==> config.mk <==
export PLATFORM = sky130hd
export DESIGN_NAME = eocd_decoder
export DESIGN_NICKNAME = d
export VERILOG_FILES = /design/src/rtl/eocd_pkg.sv /design/src/rtl/eocd_decoder.sv /design/src/rtl/eocd_state_cost.sv
export VERILOG_INCLUDE_DIRS = /design/src /design/src/rtl
export SDC_FILE = /design/constraint.sdc
export NUM_CORES = 1
export LEC_CHECK = 0
export ABC_CLOCK_PERIOD_IN_PS = 15300
export BUFFER_PORTS_ARGS = -buffer_cell sky130_fd_sc_hd__buf_2
export CORE_UTILIZATION = 26
export CTS_CLUSTER_DIAMETER = 60
export DETAILED_ROUTE_END_ITERATION = 12
export GPL_ROUTABILITY_DRIVEN = 0
export GPL_TIMING_DRIVEN = 1
export PLACE_DENSITY_LB_ADDON = 0.15
export RECOVER_POWER = 50
export SYNTH_ARGS = -nofsm -noshare
export SYNTH_HDL_FRONTEND = slang
export SYNTH_HIERARCHICAL = 1
export SYNTH_SLANG_ARGS = --single-unit
export TNS_END_PERCENT = 20
==> constraint.sdc <==
create_clock -name mclk -period 15.3 [get_ports mclk]
set_input_delay 0.765 -clock mclk [delete_from_list [all_inputs] [get_ports mclk]]
set_output_delay 0.765 -clock mclk [all_outputs]
set_load 0.1 [all_outputs]
==> src/rtl/eocd_cfg.svh <==
/*
  constants for the extended opcode decoder and the state cost calculator.
  assumes inclusion by the package and by the design modules.
*/
`ifndef EOCD_CFG_SVH
`define EOCD_CFG_SVH

// opcode prefixes
`define EOCD_PFX_01    8'h01
`define EOCD_PFX_RI_T  8'h7c
`define EOCD_PFX_RI_S  8'h7d
`define EOCD_PFX_AB_T  8'h7e
`define EOCD_PFX_AB_S  8'h7f
`define EOCD_B2_MUL    8'hc0
`define EOCD_B2_DIV    8'hd0
`define EOCD_B2_LOG    8'hf0
`define EOCD_B2_CTL    8'h40
`define EOCD_CH_5      4'h5
`define EOCD_CH_6      4'h6
`define EOCD_CH_7      4'h7

// states per cycle
`define EOCD_ST_ONCHIP   8'h02
`define EOCD_ST_INTOP    8'h01
`define EOCD_ST_SUP8_W   8'h06
`define EOCD_ST_SUP8_B   8'h03
`define EOCD_ST_SUP16    8'h03
`define EOCD_ST_EX8_2W   8'h04
`define EOCD_ST_EX8_2B   8'h02
`define EOCD_ST_EX8_3W   8'h06
`define EOCD_ST_EX8_3B   8'h03
`define EOCD_ST_EX16_2   8'h02
`define EOCD_ST_EX16_3   8'h03

`endif

==> src/rtl/eocd_pkg.sv <==
/*
  types for the extended opcode decoder.
  assumes eocd_cfg.svh is on the include path.
*/
`include "eocd_cfg.svh"
package eocd_pkg;
  typedef enum logic [4:0] {
    EOCD_TGT_ONCHIP = 5'h01,
    EOCD_TGT_SUP8   = 5'h02,
    EOCD_TGT_SUP16  = 5'h04,
    EOCD_TGT_EXT8   = 5'h08,
    EOCD_TGT_EXT16  = 5'h10
  } eocd_tgt_e;

  typedef enum logic [4:0] {
    EOCD_OP_NONE = 5'h00, EOCD_OP_BIT_TEST, EOCD_OP_BIT_OR, EOCD_OP_BIT_INV_OR,
    EOCD_OP_BIT_XOR, EOCD_OP_BIT_INV_XOR, EOCD_OP_BIT_AND, EOCD_OP_BIT_INV_AND,
    EOCD_OP_BIT_SET, EOCD_OP_BIT_INVERT, EOCD_OP_BIT_CLEAR, EOCD_OP_BIT_STORE,
    EOCD_OP_BIT_INV_STORE, EOCD_OP_SMUL, EOCD_OP_SDIV, EOCD_OP_LOR, EOCD_OP_LXOR,
    EOCD_OP_LAND, EOCD_OP_LDCR, EOCD_OP_STCR
  } eocd_op_e;

  typedef enum logic [2:0] {
    EOCD_CAT_FETCH = 3'h0, EOCD_CAT_BRANCH, EOCD_CAT_STACK,
    EOCD_CAT_BYTE, EOCD_CAT_WORD, EOCD_CAT_INTOP
  } eocd_cat_e;

  typedef enum logic [2:0] {
    EOCD_ST_IDLE = 3'b001,
    EOCD_ST_ACC  = 3'b010,
    EOCD_ST_DONE = 3'b100
  } eocd_fsm_e;
endpackage

==> src/rtl/eocd_decoder.sv <==
/*
  four-byte extended opcode decoder with execution-time calculator.
  assumes opcode and cycle counts come from same-clock core logic, held while
  start is high for one cycle; busy covers the six-cycle accumulation plus the result cycle, seven cycles in all.
*/
// Function
// RULE1 - execution states are the sum of each category count times its state cost
// RULE2 - instructions carry six separate counts: fetch, branch, stack, byte, word, internal
// RULE3 - on-chip memory costs 2 states per cycle, internal operations 1 state
// RULE4 - supporting modules cost 6 or 3 states on 8-bit, 3 on 16-bit
// RULE5 - external 8-bit costs 4/2 in two-state, 6+2m/3+m in three-state
// RULE6 - external 16-bit costs 2 in two-state, 3+m in three-state
// RULE7 - stack cycles are priced by where the stack resides
// RULE8 - prefixes 7C/7D use a register field for the operand address
// RULE9 - prefixes 7E/7F use an 8-bit absolute address field
// RULE10 - shared positions pick inverted form when fourth byte bit 7 is set
// RULE11 - 01C05/01D05 signed mul/div, 01F06 long logic, 01406 control load/store
`timescale 1ns/1ps
`include "eocd_cfg.svh"
module eocd_decoder
  import eocd_pkg::*;
#(
  parameter int CNT_W  = 4,
  parameter int WAIT_W = 4,
  parameter int SUM_W  = 12
) (
  // clock and reset
  input  wire logic              mclk,
  input  wire logic              rst_b,
  // request
  input  wire logic              start,
  input  wire logic [31:0]       opcode,
  input  wire logic [CNT_W-1:0]  cnt_fetch,
  input  wire logic [CNT_W-1:0]  cnt_branch,
  input  wire logic [CNT_W-1:0]  cnt_stack,
  input  wire logic [CNT_W-1:0]  cnt_byte,
  input  wire logic [CNT_W-1:0]  cnt_word,
  input  wire logic [CNT_W-1:0]  cnt_intop,
  // access conditions
  input  wire eocd_tgt_e         code_tgt,
  input  wire eocd_tgt_e         data_tgt,
  input  wire eocd_tgt_e         stack_tgt,
  input  wire logic              three_state,
  input  wire logic [WAIT_W-1:0] waits,
  // decode results
  output logic                   busy,
  output logic                   done,
  output eocd_op_e               op,
  output logic                   op_valid,
  output logic                   use_reg,
  output logic [2:0]             addr_reg,
  output logic [7:0]             abs_addr,
  output logic [2:0]             bit_num,
  output logic [SUM_W-1:0]       exec_states
);
  eocd_fsm_e        fsm_q, fsm_d;
  logic [2:0]       cat_q, cat_d;
  logic [SUM_W-1:0] acc_q, acc_d;
  logic [CNT_W-1:0] cnt_q [6];
  logic [CNT_W-1:0] cnt_d [6];
  logic             done_q, done_d;
  eocd_op_e         op_q, op_d;
  logic             vld_q, vld_d;
  logic             ureg_q, ureg_d;
  logic [2:0]       areg_q, areg_d;
  logic [7:0]       abs_q, abs_d;
  logic [2:0]       bit_q, bit_d;
  logic [SUM_W-1:0] res_q, res_d;
  eocd_tgt_e        cur_tgt;
  logic [7:0]       cyc_states;
  logic [CNT_W-1:0] cur_cnt;
  logic [7:0]       b1, b2, b3, b4;
  logic             inv;
  eocd_op_e         dop;
  logic             dvld;

  initial begin
    if (CNT_W < 1 || CNT_W > 8) $error("eocd_decoder: CNT_W out of range");
    if (SUM_W < CNT_W + 8) $error("eocd_decoder: SUM_W too narrow");
  end

  // opcode decode, purely combinational from the held opcode
  always_comb begin
    b1   = opcode[31:24];
    b2   = opcode[23:16];
    b3   = opcode[15:8];
    b4   = opcode[7:0];
    inv  = b4[7]; // see RULE10
    dop  = EOCD_OP_NONE;
    dvld = 1'b0;
    // the prefix is five nibbles; the third byte's low nibble is the column
    if (b1 == `EOCD_PFX_01 && b2 == `EOCD_B2_MUL && b3[7:4] == `EOCD_CH_5) begin
      dvld = (b3[3:0] == 4'h0 || b3[3:0] == 4'h2); // see RULE11
      dop  = dvld ? EOCD_OP_SMUL : EOCD_OP_NONE;
    end else if (b1 == `EOCD_PFX_01 && b2 == `EOCD_B2_DIV && b3[7:4] == `EOCD_CH_5) begin
      dvld = (b3[3:0] == 4'h1 || b3[3:0] == 4'h3); // see RULE11
      dop  = dvld ? EOCD_OP_SDIV : EOCD_OP_NONE;
    end else if (b1 == `EOCD_PFX_01 && b2 == `EOCD_B2_LOG && b3[7:4] == `EOCD_CH_6) begin
      dvld = 1'b1;
      case (b3[3:0])
        4'h4:    dop = EOCD_OP_LOR; // see RULE11
        4'h5:    dop = EOCD_OP_LXOR;
        4'h6:    dop = EOCD_OP_LAND;
        default: dvld = 1'b0;
      endcase
    end else if (b1 == `EOCD_PFX_01 && b2 == `EOCD_B2_CTL && b3[7:4] == `EOCD_CH_6) begin
      // odd columns 9..f: fourth byte bit 7 picks store over load
      if (b3[3:0] == 4'h9 || b3[3:0] == 4'hb || b3[3:0] == 4'hd || b3[3:0] == 4'hf) begin
        dop  = inv ? EOCD_OP_STCR : EOCD_OP_LDCR; // see RULE10 RULE11
        dvld = 1'b1;
      end
    end else if ((b1 == `EOCD_PFX_RI_T || b1 == `EOCD_PFX_AB_T) &&
                 (b3[7:4] == `EOCD_CH_6 || b3[7:4] == `EOCD_CH_7)) begin
      dvld = 1'b1;
      case (b3[3:0])
        4'h3:    dop = EOCD_OP_BIT_TEST; // see RULE8
        4'h4:    dop = (b3[7:4] == `EOCD_CH_7) ? (inv ? EOCD_OP_BIT_INV_OR : EOCD_OP_BIT_OR)
                                               : EOCD_OP_NONE;
        4'h5:    dop = (b3[7:4] == `EOCD_CH_7) ? (inv ? EOCD_OP_BIT_INV_XOR : EOCD_OP_BIT_XOR)
                                               : EOCD_OP_NONE;
        4'h6:    dop = (b3[7:4] == `EOCD_CH_7) ? (inv ? EOCD_OP_BIT_INV_AND : EOCD_OP_BIT_AND)
                                               : EOCD_OP_NONE;
        default: dop = EOCD_OP_NONE;
      endcase
      if (dop == EOCD_OP_NONE) dvld = 1'b0;
    end else if ((b1 == `EOCD_PFX_RI_S || b1 == `EOCD_PFX_AB_S) &&
                 (b3[7:4] == `EOCD_CH_6 || b3[7:4] == `EOCD_CH_7)) begin
      dvld = 1'b1;
      case (b3[3:0])
        4'h0:    dop = EOCD_OP_BIT_SET; // see RULE8
        4'h1:    dop = EOCD_OP_BIT_INVERT;
        4'h2:    dop = EOCD_OP_BIT_CLEAR;
        4'h7:    dop = (b3[7:4] == `EOCD_CH_6) ? (inv ? EOCD_OP_BIT_INV_STORE : EOCD_OP_BIT_STORE)
                                               : EOCD_OP_NONE;
        default: dop = EOCD_OP_NONE;
      endcase
      if (dop == EOCD_OP_NONE) dvld = 1'b0;
    end
  end

  // category walk: one category per cycle keeps a single cost lookup
  always_comb begin
    cur_cnt = cnt_q[cat_q];
    case (cat_q)
      EOCD_CAT_STACK:                 cur_tgt = stack_tgt; // see RULE7
      EOCD_CAT_BYTE, EOCD_CAT_WORD:   cur_tgt = data_tgt;
      default:                        cur_tgt = code_tgt;
    endcase
  end

  eocd_state_cost #(
    .WAIT_W (WAIT_W)
  ) u_cost (
    .cat         (cat_q),
    .tgt         (cur_tgt),
    .three_state (three_state),
    .waits       (waits),
    .states      (cyc_states)
  );

  always_comb begin
    fsm_d  = fsm_q;
    cat_d  = cat_q;
    acc_d  = acc_q;
    cnt_d  = cnt_q;
    done_d = 1'b0;
    op_d   = op_q;
    vld_d  = vld_q;
    ureg_d = ureg_q;
    areg_d = areg_q;
    abs_d  = abs_q;
    bit_d  = bit_q;
    res_d  = res_q;
    case (fsm_q)
      EOCD_ST_IDLE: begin
        if (start) begin
          cnt_d  = '{cnt_fetch, cnt_branch, cnt_stack, cnt_byte, cnt_word, cnt_intop}; // see RULE2
          cat_d  = EOCD_CAT_FETCH;
          acc_d  = '0;
          op_d   = dop;
          vld_d  = dvld;
          ureg_d = (b1 == `EOCD_PFX_RI_T || b1 == `EOCD_PFX_RI_S); // see RULE8
          areg_d = b2[6:4]; // see RULE8
          abs_d  = b2; // see RULE9
          bit_d  = b4[6:4];
          fsm_d  = EOCD_ST_ACC;
        end
      end
      EOCD_ST_ACC: begin
        acc_d = acc_q + SUM_W'(cur_cnt) * SUM_W'(cyc_states); // see RULE1
        if (cat_q == EOCD_CAT_INTOP) begin
          fsm_d = EOCD_ST_DONE;
        end else begin
          cat_d = cat_q + 3'h1;
        end
      end
      EOCD_ST_DONE: begin
        res_d  = acc_q;
        done_d = 1'b1;
        fsm_d  = EOCD_ST_IDLE;
      end
      default: fsm_d = EOCD_ST_IDLE;
    endcase
  end

  always_ff @(posedge mclk or negedge rst_b) begin
    if (!rst_b) begin
      fsm_q  <= EOCD_ST_IDLE;
      cat_q  <= EOCD_CAT_FETCH;
      acc_q  <= '0;
      cnt_q  <= '{default: '0};
      done_q <= 1'b0;
      op_q   <= EOCD_OP_NONE;
      vld_q  <= 1'b0;
      ureg_q <= 1'b0;
      areg_q <= 3'h0;
      abs_q  <= 8'h00;
      bit_q  <= 3'h0;
      res_q  <= '0;
    end else begin
      fsm_q  <= fsm_d;
      cat_q  <= cat_d;
      acc_q  <= acc_d;
      cnt_q  <= cnt_d;
      done_q <= done_d;
      op_q   <= op_d;
      vld_q  <= vld_d;
      ureg_q <= ureg_d;
      areg_q <= areg_d;
      abs_q  <= abs_d;
      bit_q  <= bit_d;
      res_q  <= res_d;
    end
  end

  logic busy_q;
  always_ff @(posedge mclk or negedge rst_b) begin
    if (!rst_b) busy_q <= 1'b0;
    else        busy_q <= (fsm_d != EOCD_ST_IDLE);
  end

  assign busy        = busy_q;
  assign done        = done_q;
  assign op          = op_q;
  assign op_valid    = vld_q;
  assign use_reg     = ureg_q;
  assign addr_reg    = areg_q;
  assign abs_addr    = abs_q;
  assign bit_num     = bit_q;
  assign exec_states = res_q;

  // checks
  chk_done_after_start: assert property (@(posedge mclk) disable iff (!rst_b)
    (start && fsm_q == EOCD_ST_IDLE) |-> ##8 done) // see RULE1
    else $error("done did not follow start by eight cycles");
  chk_intop_one_state: assert property (@(posedge mclk) disable iff (!rst_b)
    (cat_q == EOCD_CAT_INTOP) |-> cyc_states == `EOCD_ST_INTOP) // see RULE3
    else $error("internal cycle not one state");
  chk_onchip_two: assert property (@(posedge mclk) disable iff (!rst_b)
    (fsm_q == EOCD_ST_ACC && cat_q != EOCD_CAT_INTOP && cur_tgt == EOCD_TGT_ONCHIP)
    |-> cyc_states == `EOCD_ST_ONCHIP) // see RULE3
    else $error("on-chip cycle not two states");
  chk_sup16_three: assert property (@(posedge mclk) disable iff (!rst_b)
    (cat_q != EOCD_CAT_INTOP && cur_tgt == EOCD_TGT_SUP16) |-> cyc_states == 8'h03) // see RULE4
    else $error("16-bit module cycle not three states");
  chk_ext16_cost: assert property (@(posedge mclk) disable iff (!rst_b)
    (cat_q != EOCD_CAT_INTOP && cur_tgt == EOCD_TGT_EXT16 && three_state)
    |-> cyc_states == 8'(8'h03 + 8'(waits))) // see RULE6
    else $error("external 16-bit three-state cost wrong");
  chk_ext8_byte: assert property (@(posedge mclk) disable iff (!rst_b)
    (cat_q == EOCD_CAT_BYTE && cur_tgt == EOCD_TGT_EXT8 && !three_state)
    |-> cyc_states == 8'h02) // see RULE5
    else $error("external 8-bit byte cost wrong");
  chk_stack_target: assert property (@(posedge mclk) disable iff (!rst_b)
    (cat_q == EOCD_CAT_STACK && stack_tgt == EOCD_TGT_EXT8 && !three_state)
    |-> cyc_states == 8'h04) // see RULE7
    else $error("stack cycle priced on wrong target");
  chk_reg_form: assert property (@(posedge mclk) disable iff (!rst_b)
    (start && fsm_q == EOCD_ST_IDLE && opcode[31:24] == 8'h7c) |=> use_reg) // see RULE8
    else $error("register-indirect form not flagged");
  chk_abs_form: assert property (@(posedge mclk) disable iff (!rst_b)
    (start && fsm_q == EOCD_ST_IDLE && opcode[31:24] == 8'h7f)
    |=> !use_reg && abs_addr == $past(opcode[23:16])) // see RULE9
    else $error("absolute form address wrong");
  chk_inverted_pick: assert property (@(posedge mclk) disable iff (!rst_b)
    (start && fsm_q == EOCD_ST_IDLE && opcode[31:24] == 8'h7c && opcode[15:8] == 8'h74
     && opcode[7]) |=> op == EOCD_OP_BIT_INV_OR) // see RULE10
    else $error("inverted form not selected");
  chk_smul_map: assert property (@(posedge mclk) disable iff (!rst_b)
    (start && fsm_q == EOCD_ST_IDLE && opcode[31:12] == 20'h01c05 && opcode[11:8] == 4'h0)
    |=> op == EOCD_OP_SMUL && op_valid) // see RULE11
    else $error("signed multiply not decoded");
  cov_bit_op:  cover property (@(posedge mclk) done && op_valid && use_reg);
  cov_abs_op:  cover property (@(posedge mclk) done && op_valid && !use_reg);
  cov_bad_op:  cover property (@(posedge mclk) done && !op_valid);
endmodule

==> src/rtl/eocd_state_cost.sv <==
/*
  per-cycle state count lookup for one cycle category.
  assumes target and mode inputs are stable for the cycle they price.
*/
`timescale 1ns/1ps
`include "eocd_cfg.svh"
module eocd_state_cost
  import eocd_pkg::*;
#(
  parameter int WAIT_W = 4
) (
  // selection
  input  wire logic [2:0]        cat,
  input  wire eocd_tgt_e         tgt,
  input  wire logic              three_state,
  input  wire logic [WAIT_W-1:0] waits,
  // result
  output logic [7:0]             states
);
  logic [7:0] m8;
  logic       bytec;
  logic       wordc;

  initial begin
    if (WAIT_W < 1 || WAIT_W > 6) $error("eocd_state_cost: WAIT_W out of range");
  end

  always_comb begin
    m8    = 8'(waits);
    bytec = (cat == EOCD_CAT_BYTE);
    wordc = !bytec && (cat != EOCD_CAT_INTOP);
    states = `EOCD_ST_INTOP;
    if (cat == EOCD_CAT_INTOP) begin
      states = `EOCD_ST_INTOP; // see RULE3
    end else if (tgt == EOCD_TGT_ONCHIP) begin
      states = `EOCD_ST_ONCHIP; // see RULE3
    end else if (tgt == EOCD_TGT_SUP8) begin
      states = bytec ? `EOCD_ST_SUP8_B : `EOCD_ST_SUP8_W; // see RULE4
    end else if (tgt == EOCD_TGT_SUP16) begin
      states = `EOCD_ST_SUP16; // see RULE4
    end else if (tgt == EOCD_TGT_EXT8) begin
      if (three_state) begin
        states = wordc ? 8'(`EOCD_ST_EX8_3W + (m8 << 1)) : 8'(`EOCD_ST_EX8_3B + m8); // see RULE5
      end else begin
        states = wordc ? `EOCD_ST_EX8_2W : `EOCD_ST_EX8_2B; // see RULE5
      end
    end else begin
      states = three_state ? 8'(`EOCD_ST_EX16_3 + m8) : `EOCD_ST_EX16_2; // see RULE6
    end
  end
endmodule

Yosys cells after proc, flatten, opt, wreduce, memory -nomap -nowiden
Index checks and enable logic that the tools add are counted. W data, S select, Z words.

Add/subtract/negate cells: 4. Multiply operators: 1. Magnitude comparators: 1. Eq/ne operators: 38. Muxes and demuxes: 65. Bitwise logic cells: 1. Reductions and logical operators: 30.

Operators by type and width (number): $mux W5 (18); $mux W8 (8); $eq A8 B7 Y1 const B (5); $eq A4 B3 Y1 const B (7); $mux W3 (9); $eq A8 B8 Y1 const B (3); $pmux W12 S2 (1); $mux W4 (5); $eq A4 B4 Y1 const B (4); $pmux W4 S4 (1); $mux W1 (15); $pmux W5 S3 (1); $add A12 B12 Y12 (1); $bmux W4 S3 (1); $mul A4 B8 Y12 (1); $mux W12 (1); $pmux W3 S2 (2); $pmux W3 S4 (1); $logic_and A1 B1 Y1 (11); $logic_not A5 Y1 (2); $pmux W5 S2 (1); $eq A3 B2 Y1 const B (3); $eq A3 B3 Y1 const B (3); $logic_or A1 B1 Y1 (9); 24 further kinds (27).

Register bits after elaboration: 77. Input port bits: 79. Output and inout port bits: 35. Logic and storage cells: 158.

Depth between registers and ports, before layout
Gate-level depths: netlist (run 1).

Word-level depth: 17. Mapped depth: 26. Depth with buffers taken out: 24.

Modules after synthesis
The synthesis (run 1) kept the hierarchy.

By module, submodules not included: eocd_decoder (times used 1, cells an instance 533, area each 4956.0 sq um, seq. area each 1853.0 sq um); eocd_state_cost (times used 1, cells an instance 47, area each 342.8 sq um, seq. area each 0.0 sq um).

Worst setup path after synthesis (run 1)
OpenSTA, ideal clock, no wires.

Path kind: register -> register. Start: register cat_q[1]. End: register acc_q[11]. Library setup time: 0.118 ns. Arrival time: 5.444 ns. Data required time: 15.182 ns. Setup slack: 9.738 ns. Cell stages (with the launch flop): 24. Path buffers: 1. Period minus slack after synthesis: 5.562 ns. Cells stage by stage: dfrtp_1 > clkbuf_1 > inv_1 > ha_1 > mux2_2 > a22oi_1 > nand2_1 > nor4_2 > o211ai_2 > mux2i_1 > a21boi_1 > nor2b_1 > fa_1 > fa_1 > inv_1 > fa_1 > inv_1 > ha_1 > o21a_1 > o31a_1 > o21a_1 > mux2i_1 > a211oi_1 > a21o_1.

Elaborated cells between the ends (all ways): 29. Those cells by class: 1 x add/sub; 1 x mul; 9 x eq/ne; 14 x mux; 1 x bitwise; 3 x reduce/logical.

RTL lines: from (decl) (RTL line eocd_decoder.sv:57) `logic [2:0] cat_q, cat_d;`; from (signal assigned) (RTL line eocd_decoder.sv:222) `cat_q <= cat_d;`; $eq A3 B3 Y1 or $eq A3 B2 Y1 (tied branches) (RTL line eocd_decoder.sv:144) `case (cat_q)`; $reduce_or A2 Y1 (RTL line eocd_decoder.sv:144); $pmux W5 S2 * (RTL line eocd_decoder.sv:144); via cur_tgt[0] (RTL line eocd_decoder.sv:69) `eocd_tgt_e cur_tgt;`; $eq A5 B4 Y1 (RTL line eocd_state_cost.sv:41) `end else if (tgt == EOCD_TGT_EXT8) begin`; $mux W8 (RTL line eocd_state_cost.sv:41); $mux W8 (RTL line eocd_state_cost.sv:39) `end else if (tgt == EOCD_TGT_SUP16) begin`; $mux W8 (RTL line eocd_state_cost.sv:37) `end else if (tgt == EOCD_TGT_SUP8) begin`; $mux W8 * (RTL line eocd_state_cost.sv:35) `end else if (tgt == EOCD_TGT_ONCHIP) begin`; $mux W8 * (RTL line eocd_state_cost.sv:33) `if (cat == EOCD_CAT_INTOP) begin`; via cyc_states[1] (RTL line eocd_decoder.sv:70) `logic [7:0] cyc_states;`; $mul A4 B8 Y12 * (RTL line eocd_decoder.sv:190) `acc_d = acc_q + SUM_W'(cur_cnt) * SUM_W'(cyc_states);`; $add A12 B12 Y12 * (RTL line eocd_decoder.sv:190); $pmux W12 S2 * (RTL line eocd_decoder.sv:174) `case (fsm_q)`; to (signal assigned) (RTL line eocd_decoder.sv:210) `acc_q <= '0;`; to (signal assigned) (RTL line eocd_decoder.sv:223) `acc_q <= acc_d;`; to (decl) (RTL line eocd_decoder.sv:58) `logic [SUM_W-1:0] acc_q, acc_d;`.

Mark *: on every way through the listed nets, which the timed path passes. The rest lies on a longest branch. The select of a mux whose other input is x is not followed. A chain may end at the register's enable or synchronous reset.

Worst setup path in the final report (run 1)
Start: register cat_q[0]. End: register acc_q[10].

Same word-level chain as after synthesis.

==> results of run 1 <==
how the worst max path moves through the flow:
stage / end / slack (ps) / cells after the start
2_1_floorplan: acc_q[11] / 9740 / 23
3_3_place_gp: acc_q[10] / 9010 / 21
3_5_place_dp: acc_q[11] / 8990 / 23
4_1_cts: acc_q[10] / 8970 / 21
5_1_grt: acc_q[10] / 8310 / 22
6_report: acc_q[10] / 8990 / 21
metrics by stage:
stage	std cells	power, W	hold WS, ps	util, %
3_5_place_dp	933	0.001081	458.1	30.81
2_1_floorplan	581	0.0009319	440.3	-
4_1_cts	949	0.001333	473.8	32.52
3_3_place_gp	933	0.001072	457.4	30.81
5_1_grt	949	0.001438	483.9	32.46
6_report	949	0.001312	466.8	32.46
cells by family after synthesis:
| group | share of synthesized area (%) |
|---|---|
| AND/OR/NAND/NOR | 25.15 |
| AO/OA/AOI/OAI | 10.06 |
| buffers and inverters | 6.210 |
| flip-flops | 34.97 |
| adder cells (fa/ha/maj) | 13.60 |
| multiplexers | 7.627 |
| XOR/XNOR | 2.314 |
| other | 0.07077 |
worst max-delay path, stage by stage (launching register included):
cell and delay (ps):
dfrtp_1 810, inv_1 150, ha_1 230, mux2_2 330, a22oi_1 160, nand2_1 210, nor4_2 320, o211ai_2 260
mux2i_1 170, a21boi_1 300, nand2b_1 120, fa_1 500, fa_1 530, fa_1 520, inv_1 40, ha_1 240
a211oi_1 350, o21ai_0 200, a31oi_1 300, o21ai_0 180, xnor2_1 160, o22ai_1 100
routing by layer:
metal | GRT usage, % | up-vias | wire [um]
li1 | - | 2136 | -
met1 | 16.74 | 2115 | 5939
met2 | 23.03 | 91 | 6206
met3 | 3.093 | 19 | 540
met4 | 4.321 | 2 | 234
met5 | 0 | - | 15
layout by cell type, fill, tap and decap left out, types with 3 or more instances in the layout:
master and count:
nor2_1 24, xor2_1 6, nor4_1 4, inv_1 53, nand3b_1 5, clkbuf_1 3
fa_1 21, nand4_1 4, mux2i_1 10, o22ai_1 8, nor2b_1 39, mux2_2 13
nand2_1 134, nor3_1 11, xnor2_1 8, clkbuf_16 9, o21a_1 4, nand3_1 6
a21oi_1 13, dfrtp_1 73, a22oi_1 8, buf_2 108, and3_1 3, mux4_2 4
a211oi_1 4, a31oi_1 4, mux2i_4 3, nand2b_1 8, o21ai_0 16, ha_1 24
synthesized netlist by cell type (all sizes together), types with 4 or more instances:
cell type  number  area share (%)
nor2b          41             5.1
xnor2           8             1.3
clkbuf          6            0.42
buf            18             2.0
o21a            4            0.57
nand2b          8            0.94
mux4            4             1.7
o21ai          17             1.6
ha             24             5.7
dfrtp          73              34
mux2           13             2.8
xor2            6            0.99
nand2         134             9.5
nand3b          5            0.71
a21oi          13             1.2
nor2           25             1.8
a211oi          4            0.57
a22oi           8             1.1
a31oi           4            0.47
fa             21             7.9
nor3           11             1.0
mux2i          13             3.2
nand4           5            0.71
o22ai           8            0.94
nand3           7            0.76
inv            53             3.8
nor4            8             1.7
area by class of cell:
| type | count | area share [%] |
|---|---|---|
| Multi-Input combinational cell | 429 | 48.83 |
| Inverter | 54 | 3.167 |
| Sequential cell | 74 | 28.95 |
| Tap cell | 265 | 5.180 |
| Timing Repair Buffer | 111 | 8.620 |
| Clock buffer | 10 | 3.733 |
| Clock inverter | 6 | 1.525 |
power breakdown:
| group | total [W] | switching (W) | leakage, nW | internal, W |
|---|---|---|---|---|
| combinational | 0.000762 | 0.000508 | 2.03 | 0.000254 |
| clock | 0.000243 | 0.0000934 | 0.165 | 0.000150 |
| sequential | 0.000307 | 0.0000455 | 0.962 | 0.000262 |
| total | 0.00131 | 0.000647 | 3.15 | 0.000666 |
==> results.json, run 1 <==
{
  "avgSynthCellArea_um2": 9.136,
  "cts-root-buf": "clkbuf_16",
  "seqCellArea_mm2": 0.001853,
  "cts_hold_buf": 0,
  "powerDensity_mw_per_mm2": 205.0,
  "max_freq_ghz": 0.1585,
  "dpl_cell_area_mm2": 0.006076,
  "regToRegEndpoint": "acc_q[10]",
  "violations": "capacitance limit, slew limit",
  "initial_utilization_pct": 26.87,
  "clk_latency_ps": 350,
  "ir_drop_uv": 119.1,
  "hold_viol_final": 0,
  "dieArea_mm2": 0.02096,
  "r2r_setup_slack_ps": 8990,
  "regMostFlops": "cnt_q",
  "grt_max_degree": 75,
  "ant_nets": 0,
  "pin_count": 114,
  "synth_cell_types": 70,
  "hold_start": "abs_addr[0]",
  "die_h_um": 144.8,
  "post-route-min-period_ps": 6307,
  "largest_reg_flops": 24,
  "critPathMaxFanout": 16,
  "diodes": 0,
  "grt_pass1_wl_mm": 21.84,
  "die_w_um": 144.8,
  "fill_cells": 2092,
  "required_ps": 15510,
  "num-nets-final": 803,
  "syn_to_final_growth_pct": 20.80,
  "critical_path_arrival_ps": 6520,
  "setup_viol": 0,
  "min_path_cells": 2,
  "portBuffers": 109,
  "reg2regPathDepth": 21,
  "cts_tree": "done",
  "async_flop_share_pct": 100.0,
  "ys_ff_latch": 74,
  "synthCells": 580,
  "max_slew_margin_pct": -175.3,
  "skew_ps": 10.59,
  "rows": 51,
  "num_vias": 4363,
  "wl_mm": 12.94,
  "grt_pass1_vias": 4549,
  "core_mm2": 0.01972,
  "dp.final_hpwl_mm": 9.672,
  "wl_per_cell_um": 13.63,
  "leakage_nw": 3.153,
  "rsz0062_at_grt": "no",
  "hp-class": "reg -> reg",
  "tns_ps": 0,
  "antenna_found_initial": 1,
  "cts.htree.levels": 3,
  "path_clk_slew_ps": 60,
  "drt_iter0_drc": 190,
  "via_per_inst": 4.597,
  "fin_crit_sh_pct": 41.22,
  "multiInputGateArea_mm2": 0.003126,
  "tightest_slew_ps": 4130,
  "drv_slew": 124,
  "cts_setup_buffers": 0,
  "setup_ws_ps": 8993,
  "min_to": "abs_addr[0]",
  "ys_warn_count": 6,
  "final_area_mm2": 0.006401,
  "layout-drive-gt1-share_pct": 23.83,
  "grt_use_total_pct": 13.48,
  "synth-edff-count": 0,
  "r2r-start": "cat_q[0]",
  "drt_drc_violations_left": 0,
  "cts_buffer_depth": 2,
  "critPathKind": "reg -> reg",
  "critPathLaunchType": "flip-flop",
  "outcome": "complete, but fails checks",
  "numCtsBuffers": 9,
  "maxCapViolCount": 2,
  "synth-seq-area-share_pct": 34.97,
  "end_kind": "flip-flop",
  "cts_resized": 0,
  "cts.sinks": 74,
  "synth-main-ff-cell": "dfrtp_1",
  "syn_area_mm2": 0.005299,
  "grt_overflow_total": 0,
  "drtPass1Iterations": 4,
  "pre_cts_ws_ps": 8995,
  "crit_path_start": "cat_q[0]"
}
Power figures use the tool's default switching activity.
==> run 2: changes to the inputs <==
--- a/config.mk
+++ b/config.mk
@@ -6,7 +6,7 @@
 export SDC_FILE = /design/constraint.sdc
 export NUM_CORES = 1
 export LEC_CHECK = 0
-export ABC_CLOCK_PERIOD_IN_PS = 15300
+export ABC_CLOCK_PERIOD_IN_PS = 6500
 export BUFFER_PORTS_ARGS = -buffer_cell sky130_fd_sc_hd__buf_2
 export CORE_UTILIZATION = 26
 export CTS_CLUSTER_DIAMETER = 60
==> constraint.sdc (replaced) <==
create_clock -name mclk -period 6.5 [get_ports mclk]
set_input_delay 0.325 -clock mclk [delete_from_list [all_inputs] [get_ports mclk]]
set_output_delay 0.325 -clock mclk [all_outputs]
set_load 0.1 [all_outputs]
==> results.json, run 2 (synthesis results as in run 1) <==
{
  "outcome": "complete, but fails checks",
  "violations": "capacitance limit, slew limit",
  "min_to": "cnt_q[7]",
  "max_freq_ghz": 0.1695,
  "die_h_um": 144.8,
  "drtPass1Iterations": 4,
  "wl_mm": 13.07,
  "drv_slew": 124,
  "fill_cells": 2106,
  "cp_common_cell": "fa_1",
  "highest_layer": "met4",
  "grt_pass1_wl_mm": 21.94,
  "dieArea_mm2": 0.02096,
  "slowest_delay_ps": 540,
  "cts.htree.levels": 3,
  "r2r-start": "cat_q[0]",
  "grt_overflow_total": 0,
  "met3WireLength_um": 535,
  "largest_reg_flops": 24,
  "syn_to_final_growth_pct": 21.42,
  "holdWs_ps": 168.1,
  "final_common_cell": "nand2_1",
  "wl_met2_mm": 6.360,
  "critical_path_arrival_ps": 6110,
  "num-nets-final": 806,
  "hold_viol_final": 0,
  "rows": 51,
  "skew_ps": 10.43,
  "regToRegEndpoint": "acc_q[10]",
  "critPathKind": "reg -> reg",
  "grt_max_degree": 75,
  "layout-drive-gt1-share_pct": 23.87,
  "diodes": 0,
  "slowest_stage": "fa_1",
  "reg2regPathDepth": 22,
  "r2r_setup_slack_ps": 600,
  "drt_drc_violations_left": 0,
  "drt_iter0_drc": 154,
  "core_mm2": 0.01972,
  "wl_per_cell_um": 13.73,
  "final_cell_mix": "nand2_1 (134), buf_2 (105), dfrtp_1 (73)",
  "cts-root-buf": "clkbuf_16",
  "maxCapViolCount": 2,
  "grt_use_total_pct": 13.58,
  "via_per_inst": 4.614,
  "rsz0062_at_grt": "no",
  "critPathMaxFanout": 12,
  "cts.sinks": 74,
  "critPathLaunchType": "flip-flop",
  "post-route-util_pct": 32.63,
  "tightest_slew_ps": 4201,
  "cts_hold_buf": 0,
  "die_w_um": 144.8,
  "grt_pass1_vias": 4582,
  "cp_cell_sequence": "buf_4 -> ha_1 -> mux2_2 -> a22oi_1 -> nand2_1 -> nor4_2 -> o211ai_2 -> mux2i_1 -> a21boi_1 -> nor2b_1 -> fa_1 -> fa_1 -> inv_1 -> fa_1 -> inv_1 -> ha_1 -> o21ai_1 -> o21ai_0 -> a31oi_1 -> o21ai_0 -> xnor2_1 -> o22ai_1",
  "fin_crit_sh_pct": 90.79,
  "dp.final_hpwl_mm": 9.764,
  "portBuffers": 109,
  "setup_viol": 0,
  "cts_buffer_depth": 2,
  "powerDensity_mw_per_mm2": 484.0,
  "initial_utilization_pct": 26.87,
  "tns_ps": 0,
  "ant_nets": 0,
  "hold_start": "cnt_word[3]",
  "clk_latency_ps": 340,
  "post-route-min-period_ps": 5901,
  "ir_drop_uv": 287.7,
  "antenna_found_initial": 0,
  "max_slew_margin_pct": -180.1,
  "drt-met1-wl_mm": 6.046,
  "leakage_nw": 3.160,
  "num_vias": 4393,
  "regMostFlops": "cnt_q",
  "path_clk_slew_ps": 70,
  "end_kind": "flip-flop",
  "cts_tree": "done",
  "cp.buffers_inverters": 3,
  "cpLargestDelayFamily": "adder cells",
  "min_path_cells": 3,
  "numCtsBuffers": 9,
  "pin_count": 114,
  "critical_path_depth": 22,
  "hp-class": "in -> reg",
  "required_ps": 6710
}
## run 2: changes by cell type in the layout (fill, tap and decap cells not counted), sizes merged
cell | before | now
clkbuf | 13 | 16
## run 2: metrics by stage
stage	setup WS, ps	std cells	power [W]	instance area, um^2
global route	71.57	952	0.003413	6434
detailed placement	540.6	936	0.002560	6098
global placement	580.2	936	0.002531	6098
floorplan	937.9	581	0.002193	5303
finish	598.7	952	0.003114	6434
CTS	491.6	952	0.003154	6435
## run 2: worst min-delay path: stages
cell     delay, ps
buf_2           80
nand2_1         40
nand2_1         40
## run 2: how the worst max path moves through the flow
stage                     startpoint   endpoint  slack [ps]
after CTS                   cat_q[0]  acc_q[10]         490
final                       cat_q[0]  acc_q[10]         600
after global placement      cat_q[0]  acc_q[10]         580
after global routing        cat_q[0]  acc_q[10]          70
after detailed placement    cat_q[0]  acc_q[11]         540
after floorplan             cat_q[1]  acc_q[11]         940
## run 2: where the power goes
part / switching (W) / internal [W] / leakage, nW
sequential: 0.0000883 / 0.000616 / 0.962
clock: 0.000221 / 0.000352 / 0.165
combinational: 0.00123 / 0.000609 / 2.03
total: 0.00154 / 0.00158 / 3.16
## run 2: timing repair
| action | 4_1_cts | 5_1_grt |
|---|---|---|
| buffers inserted | 0 | 0 |
| resized for setup | 0 | 3 |
| setup endpoints to repair | 0 | 1 |
## run 2: cell type report
| type | count | area [um^2] | share of cell area, % |
|---|---|---|---|
| Multi-Input combinational cell | 429 | 3139 | 48.79 |
| Clock inverter | 6 | 97.59 | 1.517 |
| Timing Repair Buffer | 114 | 570.5 | 8.868 |
| Inverter | 54 | 202.7 | 3.151 |
| Tap cell | 265 | 331.6 | 5.154 |
| Sequential cell | 74 | 1853 | 28.80 |
| Clock buffer | 10 | 239.0 | 3.715 |
## run 2: metal layers
layer | vias up | GRT usage, %
li1 | 2150 | -
met1 | 2145 | 16.85
met2 | 91 | 23.48
met3 | 7 | 3.192
met4 | 0 | 3.601
met5 | - | 0
